**src/hdl/dsw_pkg.sv**
```systemverilog
// Package with constants and types for the serial converter write port.
package dsw_pkg;
   // ------------------------------------------------------------
   // Frame layout
   // ------------------------------------------------------------
   localparam int FRAME_BITS = 16;
   localparam int CODE_BITS = 12;
   localparam int CODE_LSB = 0;
   localparam int CNT_BITS = 5;
   localparam logic [CNT_BITS-1:0] LAST_BIT = 5'h0_00F;
   localparam logic [CNT_BITS-1:0] CNT_RESET = 5'h0_000;
   localparam logic [FRAME_BITS-1:0] SHIFT_RESET = 16'h0000;
   localparam logic [CODE_BITS-1:0] CODE_RESET = 12'h000;
   // ------------------------------------------------------------
   // Timing
   // ------------------------------------------------------------
   localparam int CORE_CLK_KHZ = 25000;
   localparam int SCLK_MAX_KHZ = 30000;
   localparam int BUF_DEPTH = 2;
   // ------------------------------------------------------------
   // Pin synchronisers
   // ------------------------------------------------------------
   localparam int PIN_COUNT = 3;
   localparam int PIN_SCLK = 0;
   localparam int PIN_SEL = 1;
   localparam int PIN_DATA = 2;
   localparam logic [PIN_COUNT-1:0] PIN_IDLE = 3'h3;

   typedef enum logic [2:0] {
      ST_IDLE = 3'b001,
      ST_SHIFT = 3'b010,
      ST_WAIT = 3'b100
   } dsw_state_type;

   typedef struct packed {
      logic [CODE_BITS-1:0] code;
   } dsw_word_type;
endpackage

```
**src/hdl/dsw_port.sv**
```systemverilog
// Serial write port of a 12-bit converter: frame capture and code register.
`timescale 1ns/1ps
// Summary of operation
// - The shift register is enabled only while frame-select is low.
// - Data is sampled into a 16-bit shifter on falling serial clock edges.
// - On the 16th falling edge with frame-select low the code is updated.
// - Frame-select rising before the 16th edge discards the partial word.
// - After reset the output code is zero until a complete frame arrives.
// - The converter register holds a 12-bit unsigned code for the output.
module dsw_port
   import dsw_pkg::*;
(
   input wire logic CORE_CLK,
   input wire logic RST,
   input wire logic CE,
   input wire logic SCLK,
   input wire logic FRAME_SEL_N,
   input wire logic SDATA,
   output logic [CODE_BITS-1:0] ANALOG_OUTPUT,
   output logic ANALOG_VALID,
   output logic CODE_STROBE,
   output logic FRAME_ABORT
);
   // ------------------------------------------------------------
   // Elaboration checks
   // ------------------------------------------------------------
   // The code field must lie inside the frame, and the bit counter must
   // be able to reach the last bit of a frame.
   if (CODE_LSB + CODE_BITS > FRAME_BITS) begin : g_bad_code
      $error("Code field does not fit in the frame.");
   end
   if (FRAME_BITS > (1 << CNT_BITS)) begin : g_bad_count
      $error("Bit counter too narrow for the frame.");
   end
   if (FRAME_BITS - 1 != int'(LAST_BIT)) begin : g_bad_last
      $error("Last bit index does not match the frame length.");
   end

   // ------------------------------------------------------------
   // Input synchronisers
   // ------------------------------------------------------------
   // Every pin passes two flip-flops before any logic reads it. Serial
   // clock and data share the same delay, so each data bit is taken at
   // the same relative moment as the clock edge that it belongs to.
   logic [PIN_COUNT-1:0] pin_in;
   logic [PIN_COUNT-1:0] pin_sync;
   logic sclk_fall, sel_fall, sel_low, din_bit;

   // Returns high when a synchronised level has just gone from one to zero.
   function automatic logic fell(input logic prev, input logic now);
      return prev && !now;
   endfunction

   assign pin_in[PIN_SCLK] = SCLK;
   assign pin_in[PIN_SEL] = FRAME_SEL_N;
   assign pin_in[PIN_DATA] = SDATA;

   for (genvar i = 0; i < PIN_COUNT; i++) begin : g_sync
      logic meta_q, meta_d;
      logic sync_q, sync_d;

      always_comb begin
         meta_d = pin_in[i];
         sync_d = meta_q;
      end

      // Reset to the idle levels, so that no false edge follows reset.
      always_ff @(posedge CORE_CLK) begin
         if (RST) begin
            meta_q <= PIN_IDLE[i];
            sync_q <= PIN_IDLE[i];
         end else if (CE) begin
            meta_q <= meta_d;
            sync_q <= sync_d;
         end
      end

      assign pin_sync[i] = sync_q;
   end

   // ------------------------------------------------------------
   // Edge history
   // ------------------------------------------------------------
   // Only the clock and frame-select levels need a previous copy.
   logic sclk_prev_q, sclk_prev_d, sel_prev_q, sel_prev_d;

   always_comb begin
      sclk_prev_d = pin_sync[PIN_SCLK];
      sel_prev_d = pin_sync[PIN_SEL];
   end

   always_ff @(posedge CORE_CLK) begin
      if (RST) begin
         sclk_prev_q <= PIN_IDLE[PIN_SCLK];
         sel_prev_q <= PIN_IDLE[PIN_SEL];
      end else if (CE) begin
         sclk_prev_q <= sclk_prev_d;
         sel_prev_q <= sel_prev_d;
      end
   end

   assign sclk_fall = fell(sclk_prev_q, pin_sync[PIN_SCLK]);
   assign sel_fall = fell(sel_prev_q, pin_sync[PIN_SEL]);
   assign sel_low = !pin_sync[PIN_SEL];
   assign din_bit = pin_sync[PIN_DATA];

   // ------------------------------------------------------------
   // Frame capture
   // ------------------------------------------------------------
   dsw_state_type state_q, state_d;
   logic [FRAME_BITS-1:0] shift_q, shift_d;
   logic [CNT_BITS-1:0] cnt_q, cnt_d;
   logic push, abort_d, abort_q;
   logic in_ready;
   dsw_word_type word;

   always_comb begin
      state_d = state_q;
      shift_d = shift_q;
      cnt_d = cnt_q;
      push = 1'b0;
      abort_d = 1'b0;
      case (state_q)
         ST_IDLE: begin
            if (sel_fall) begin
               state_d = ST_SHIFT;
               cnt_d = CNT_RESET;
               shift_d = SHIFT_RESET;
            end
         end
         ST_SHIFT: begin
            if (!sel_low) begin
               state_d = ST_IDLE;
               abort_d = 1'b1;
            end else if (sclk_fall && in_ready) begin
               shift_d = {shift_q[FRAME_BITS-2:0], din_bit};
               cnt_d = cnt_q + 5'h0_001;
               if (cnt_q == LAST_BIT) begin
                  push = 1'b1;
                  state_d = ST_WAIT;
               end
            end
         end
         // Serial clock edges after a complete word are ignored here.
         ST_WAIT: begin
            if (!sel_low) begin
               state_d = ST_IDLE;
            end
         end
         default: begin
            state_d = ST_IDLE;
         end
      endcase
   end

   always_ff @(posedge CORE_CLK) begin
      if (RST) begin
         state_q <= ST_IDLE;
         shift_q <= SHIFT_RESET;
         cnt_q <= CNT_RESET;
         abort_q <= 1'b0;
      end else if (CE) begin
         state_q <= state_d;
         shift_q <= shift_d;
         cnt_q <= cnt_d;
         abort_q <= abort_d;
      end
   end

   // The word completed this cycle is the shifter with the last bit added.
   assign word.code = shift_d[CODE_LSB +: CODE_BITS];

   // ------------------------------------------------------------
   // Buffer and converter register
   // ------------------------------------------------------------
   logic buf_valid;
   logic [CODE_BITS-1:0] buf_data;
   logic [CODE_BITS-1:0] code_q, code_d;
   logic valid_q, valid_d, strobe_q, strobe_d;

   // The converter register takes every word at once, so the buffer
   // never fills and no serial clock edge is ever refused.
   dsw_buf #(
      .WIDTH(CODE_BITS)
   ) u_buf (
      .clk(CORE_CLK),
      .rst(RST),
      .ce(CE),
      .in_valid(push),
      .in_ready(in_ready),
      .in_data(word.code),
      .out_valid(buf_valid),
      .out_ready(1'b1),
      .out_data(buf_data)
   );

   always_comb begin
      code_d = code_q;
      valid_d = valid_q;
      strobe_d = 1'b0;
      if (buf_valid) begin
         code_d = buf_data;
         valid_d = 1'b1;
         strobe_d = 1'b1;
      end
   end

   always_ff @(posedge CORE_CLK) begin
      if (RST) begin
         code_q <= CODE_RESET;
         valid_q <= 1'b0;
         strobe_q <= 1'b0;
      end else if (CE) begin
         code_q <= code_d;
         valid_q <= valid_d;
         strobe_q <= strobe_d;
      end
   end

   assign ANALOG_OUTPUT = code_q;
   assign ANALOG_VALID = valid_q;
   assign CODE_STROBE = strobe_q;
   assign FRAME_ABORT = abort_q;
endmodule

```
**src/hdl/dsw_buf.sv**
```systemverilog
// Two-entry buffer with valid and ready on both sides.
`timescale 1ns/1ps
module dsw_buf
   import dsw_pkg::*;
#(
   parameter int WIDTH = CODE_BITS
)(
   input wire logic clk,
   input wire logic rst,
   input wire logic ce,
   input wire logic in_valid,
   output logic in_ready,
   input wire logic [WIDTH-1:0] in_data,
   output logic out_valid,
   input wire logic out_ready,
   output logic [WIDTH-1:0] out_data
);
   if (WIDTH < 1) begin : g_bad_width
      $error("WIDTH must be positive.");
   end

   logic [WIDTH-1:0] mem_q [BUF_DEPTH];
   logic [WIDTH-1:0] mem_d [BUF_DEPTH];
   logic [1:0] cnt_q, cnt_d;
   logic wr, rd;

   assign in_ready = (cnt_q != 2'h2);
   assign out_valid = (cnt_q != 2'h0);
   assign out_data = mem_q[0];
   assign wr = in_valid && in_ready;
   assign rd = out_valid && out_ready;

   always_comb begin
      mem_d = mem_q;
      cnt_d = cnt_q;
      if (rd) begin
         mem_d[0] = mem_q[1];
      end
      if (wr) begin
         if (rd) begin
            mem_d[~cnt_q[0]] = in_data;
         end else begin
            mem_d[cnt_q[0]] = in_data;
         end
      end
      cnt_d = cnt_q + {1'b0, wr} - {1'b0, rd};
   end

   always_ff @(posedge clk) begin
      if (rst) begin
         cnt_q <= 2'h0;
         mem_q[0] <= '0;
         mem_q[1] <= '0;
      end else if (ce) begin
         cnt_q <= cnt_d;
         mem_q <= mem_d;
      end
   end
endmodule

```
**config.mk**
```make
export PLATFORM = sky130hd
export DESIGN_NAME = dsw_port
export DESIGN_NICKNAME = d
export VERILOG_FILES = /design/src/hdl/dsw_pkg.sv /design/src/hdl/dsw_port.sv /design/src/hdl/dsw_buf.sv
export SDC_FILE = /design/constraint.sdc
export NUM_CORES = 1
export LEC_CHECK = 0
export BUFFER_PORTS_ARGS = -buffer_cell sky130_fd_sc_hd__buf_4
export CORE_MARGIN = 2
export CORE_UTILIZATION = 55
export CTS_CLUSTER_DIAMETER = 30
export DETAILED_ROUTE_END_ITERATION = 6
export PLACE_DENSITY = 0.72
export SLEW_MARGIN = 10
export SYNTH_ARGS = -nofsm -noshare
export SYNTH_HDL_FRONTEND = slang
export SYNTH_HIERARCHICAL = 1
export SYNTH_SLANG_ARGS = --single-unit
```
**constraint.sdc**
```tcl
create_clock -name CORE_CLK -period 4.6 [get_ports CORE_CLK]
set_input_delay 0.92 -clock CORE_CLK [delete_from_list [all_inputs] [get_ports CORE_CLK]]
set_output_delay 0.92 -clock CORE_CLK [all_outputs]
set_load 0.02 [all_outputs]
```
== Word-level counts from Yosys, hierarchy flattened ==
Cells that the tools add are included.
Cells by class
  add/subtract/negate cells: 3
  $lt $le $gt $ge: 4
  equal/unequal tests: 11
  muxes and demuxes: 30
  bitwise operators: 3
  reduce and logical (&&, ||, !) cells: 14
Operator list (count)
  $bwmux 24: 2
  $mux 24: 2
  $mux 13: 3
  $mux 12: 3
  $pmux 13 s2: 1
  $demux 12 s1: 2
  $mux 3: 5
  $mux 5: 3
  $ne 2x2->1 const B: 5
  $pmux 5 s2: 1
  $reduce_and 5->1: 2
  $pmux 3 s3: 1
  $mux 1: 7
  $logic_and 1x1->1: 6
  $ne 3x3->1 const B: 2
  $add 5x1->5 const B: 1
  $eq 5x4->1 const B: 1
  $ge 2x2->1 const B: 2
  $lt 2x1->1 const B: 2
  $not 1->2: 2
  $reduce_and 2->1: 2
  $reduce_bool 2->1: 2
  $eq 3x1->1 const B: 1
  $eq 3x2->1 const B: 1
  5 further kinds: 6
Word-level totals
  register bits: 69
  input port bits: 6
  output and inout port bits: 15

== Longest topological paths before layout ==
  depth after elaboration: 9
  mapped depth: 11
  depth with buffers taken out: 10

== Modules after synthesis ==
The synthesis kept the hierarchy.
By module, submodules not included
  dsw_port: times used 1, cells each 197, area each 1819.2 µm²
  dsw_buf: times used 1, cells each 145, area each 1305.0 µm²

== Worst setup path before layout ==
OpenSTA, ideal clock, no wires.
  path kind: register -> register
  start: reg cnt_q[0] (netlist name)
  end: reg u_buf.cnt_q[1]
  setup time: 0.115 ns
  arrival time: 2.197 ns
  required time: 4.485 ns
  path slack: 2.288 ns
  stages on the path, launching flop included: 12
  period minus slack after synthesis: 2.312 ns
  cells stage by stage: dfxtp_1 > ha_1 > and3_1 > ha_1 > and3_1 > clkbuf_1 > and3_1 > a211oi_1 > ha_1 > o21a_1 > nor2_1 > a2111oi_0
RTL lines
  to (signal assigned): line dsw_buf.sv:55  | cnt_q <= cnt_d;
  to (decl): line dsw_buf.sv:24  | logic [1:0] cnt_q, cnt_d;

== Worst setup path in the final report ==
  start: reg u_buf.cnt_q[0]
  end: reg u_buf.cnt_q[1]
Between the ends
  cells in the longest elaborated chain, start to end: 8
  elaborated cells between the ends (all ways): 9
  classes of those cells: add/sub (2); eq/ne (1); mux (3); reduce/logical (3)
RTL lines
  $ne 2x2->1: line dsw_buf.sv:27  | assign in_ready = (cnt_q != 2'h2);
  net in_ready: line dsw_port.sv:114  | logic in_ready;
  $logic_and 1x1->1: line dsw_port.sv:135  | end else if (sclk_fall && in_ready) begin
  $mux 1: line dsw_port.sv:135
  $mux 1: line dsw_port.sv:132  | if (!sel_low) begin
  $mux 1: line dsw_port.sv:123  | case (state_q)
  net push: line dsw_port.sv:113  | logic push, abort_d, abort_q;
  $logic_and 1x1->1: line dsw_buf.sv:30  | assign wr = in_valid && in_ready;
  $add 2x1->2: line dsw_buf.sv:46  | cnt_d = cnt_q + {1'b0, wr} - {1'b0, rd};
  $sub 2x1->2: line dsw_buf.sv:46
The timed path passes the listed nets, and every way through them passes these cells.
A chain may end at the register's enable or synchronous reset.

==> flow_summary.json <==
{
  "synth_nets": 352,
  "syn_to_final_growth_pct": 7.01,
  "yosys_warnings": 6,
  "relSlewSlack_pct": 41.6,
  "min_from": "u_buf/out_data[2]",
  "slew_viol_final": 0,
  "dieArea_um2": 6300,
  "synth_top_cell_area_share_pct": 44.2,
  "outcome": "finished, final reports clean",
  "worst-path-max-fanout": 11,
  "hold_path.class": "reg -> reg",
  "yosysUniqueCellTypes": 47,
  "ys.flop_type": "dfxtp_1",
  "power_frac_comb_pct": 5.0,
  "worstSetupEndpointType": "register",
  "async_flop_share_pct": 0,
  "critPathArrivalTime_ns": 2.84,
  "die_x_um": 79.4,
  "cts_setup_buffers": 0,
  "synth_xor_area_share_pct": 0,
  "critPathLaunchType": "register",
  "peakVddDrop_v": 0.000189,
  "layout.nets": 344,
  "grt_pass1_vias": 2126,
  "clk_latency_ns": 0.36,
  "synth-compound-area-share_pct": 21.3,
  "wl_per_cell_um": 14.0,
  "cap_violations": 0,
  "layout_min_cycle_time_ns": 2.59,
  "drt_wl_total_um": 5770,
  "worstSetupStartpoint": "u_buf/cnt_q[0]",
  "numPortBuffers": 20,
  "cts_num_sinks": 69,
  "cts_buffers": 9,
  "hpwl_um": 3750,
  "yosys.area_share.simple_pct": 16.9,
  "grt_antenna_before_repair": 0,
  "overflow": 0,
  "rr_startpoint": "u_buf/cnt_q[0]",
  "finalHoldViolCount": 0,
  "period_share_pct": 56.4,
  "clock_skew_ns": 0.00693,
  "setup_viol": 0,
  "syn_inst": 342,
  "diodes": 0,
  "cp_data_required_time_ns": 4.85,
  "worstMarginPinSlew_ns": 0.875,
  "cellPowerDensity_nw_per_um2": 369,
  "drc_errors": 0,
  "core_area_um2": 5510,
  "synth_top_family_by_area": "compound AO/OA/AOI/OAI gates",
  "ys_ff_latch": 69,
  "vias_per_cell": 5.69,
  "synth_adder_area_share_pct": 1.60,
  "start_util_pct": 56.7,
  "ys_top_cells_by_area": "dfxtp_1 (44%), a22o_1 (6.7%), mux2i_1 (6.4%), nand2_1 (5.0%), nor2_1 (4.3%)",
  "synth.area.mux_share_pct": 7.13,
  "max_freq_mhz": 385,
  "gp_congestion": 0.827,
  "grt_use_total_pct": 20.2,
  "leakage_uw": 0.00130,
  "synth_top_cells_by_count": "dfxtp_1 (69), nand2_1 (42), nor2_1 (36)",
  "ctsRootBufferMaster": "clkbuf_8",
  "rsz0062_at_grt": "false",
  "dr.pass1.iters": 4,
  "p_switching_uw": 286,
  "yosysMostFrequentCell": "dfxtp_1",
  "cts.repair.resized": 0,
  "vias": 2337,
  "seqPwrFrac_pct": 49.9,
  "ant_nets": 0,
  "cts.clk_slew.worst_paths_ns": 0.07,
  "crit_type": "reg -> reg",
  "final.setup.tns_ns": 0,
  "p_int_uw": 946,
  "syn_area_um2": 3120,
  "clock_power_share_pct": 45.1,
  "fin_area_um2": 3340,
  "ios": 21,
  "grt_pass1_wl_um": 9760,
  "rows": 27,
  "cts_buffer_depth": 2,
  "drt_iter0_drc": 141,
  "grt_max_degree": 50,
  "die_h_um": 79.4,
  "yosysSeqAreaShare_pct": 44.2,
  "avgSynthCellArea_um2": 9.14,
  "placed_cell_area_um2": 3120,
  "hold_buffers": 0,
  "h-tree-depth": 3,
  "yosysTopAreaCell": "dfxtp_1",
  "cts_tree": "built",
  "synth_edf_count": 0,
  "sw_frac_of_total_pct": 23.2,
  "drive_above_1_share_pct": 12.1
}
==> placed cells by master, fill, tap and decap left out, types with 2 or more instances in the layout <==
cell type / instances
a211oi_1: 12
a21oi_1: 21
a22o_1: 24
a22oi_1: 13
and3_1: 3
and3b_1: 2
buf_4: 20
bufinv_16: 2
clkbuf_8: 10
clkinv_2: 2
dfxtp_1: 69
ha_1: 4
inv_1: 7
mux2i_1: 20
nand2_1: 42
nand2b_1: 3
nand3_1: 2
nand4_1: 3
nor2_1: 36
nor2b_1: 3
o211ai_1: 3
o21a_1: 2
o21ai_0: 9
o311ai_0: 2
or4_1: 3
==> layer usage <==
metal,track usage (%),share of wire [%],vias up
met1,25.1,49,1095
li1,-,-,1193
met2,32.3,45,37
met3,4.41,4.0,12
met4,11.4,2.4,0
met5,0,0,-
==> power groups by stage <==
| stage | combinational (µW) | clock [µW] | sequential [µW] |
|---|---|---|---|
| after floorplan | 57.3 | 0 | 628 |
| after global placement | 59.9 | 0 | 629 |
| after detailed placement | 61.5 | 0 | 629 |
| after CTS | 61.6 | 566 | 615 |
| after global routing | 69.5 | 587 | 617 |
| final | 61.4 | 556 | 615 |
==> critical path, stage by stage (launching register included) <==
cell	delay (ns)
dfxtp_1	0.51
nand2b_1	0.20
and3b_1	0.22
and3_1	0.38
mux2i_1	0.13
a211oi_1	0.29
ha_1	0.25
o21a_1	0.14
nor2_1	0.04
a2111oi_0	0.33
==> kinds of logic after synthesis <==
group,Yosys count
adders and majority gates,4
muxes,21
AOI/OAI and AO/OA,94
buffers and inverters,46
DFF,69
and+or+nand+nor,107
other,1
==> worst paths after layout <==
path                                          to  slack [ns]  cells after the start
worst max register to register    u_buf/cnt_q[1]        2.01                      9
worst min-delay path            ANALOG_OUTPUT[2]        0.46                      2
worst min register to register  ANALOG_OUTPUT[2]        0.46                      2
worst max-delay path              u_buf/cnt_q[1]        2.01                      9
==> cell type report <==
cell class	count	area [µm²]
fill	503	2160
sequential	69	1380
clock buffer	10	138
tap	72	90.1
multi-input combinational	227	1470
timing repair buffer	20	150
inverter	7	26.3
clock inverter	6	86.3
==> stage by stage <==
step | hold slack (ns) | utilization, % | setup slack (ns) | power (µW) | instances
after global routing | 0.478 | 60.7 | 1.66 | 1270 | 411
after global placement | 0.440 | 56.6 | 2.10 | 689 | 395
final | 0.458 | 60.7 | 2.01 | 1230 | 411
after CTS | 0.458 | 60.7 | 2.06 | 1240 | 411
after detailed placement | 0.447 | 56.6 | 2.05 | 691 | 395
after floorplan | 0.420 | - | 2.29 | 685 | 342
(Power assumes the default switching activity.)
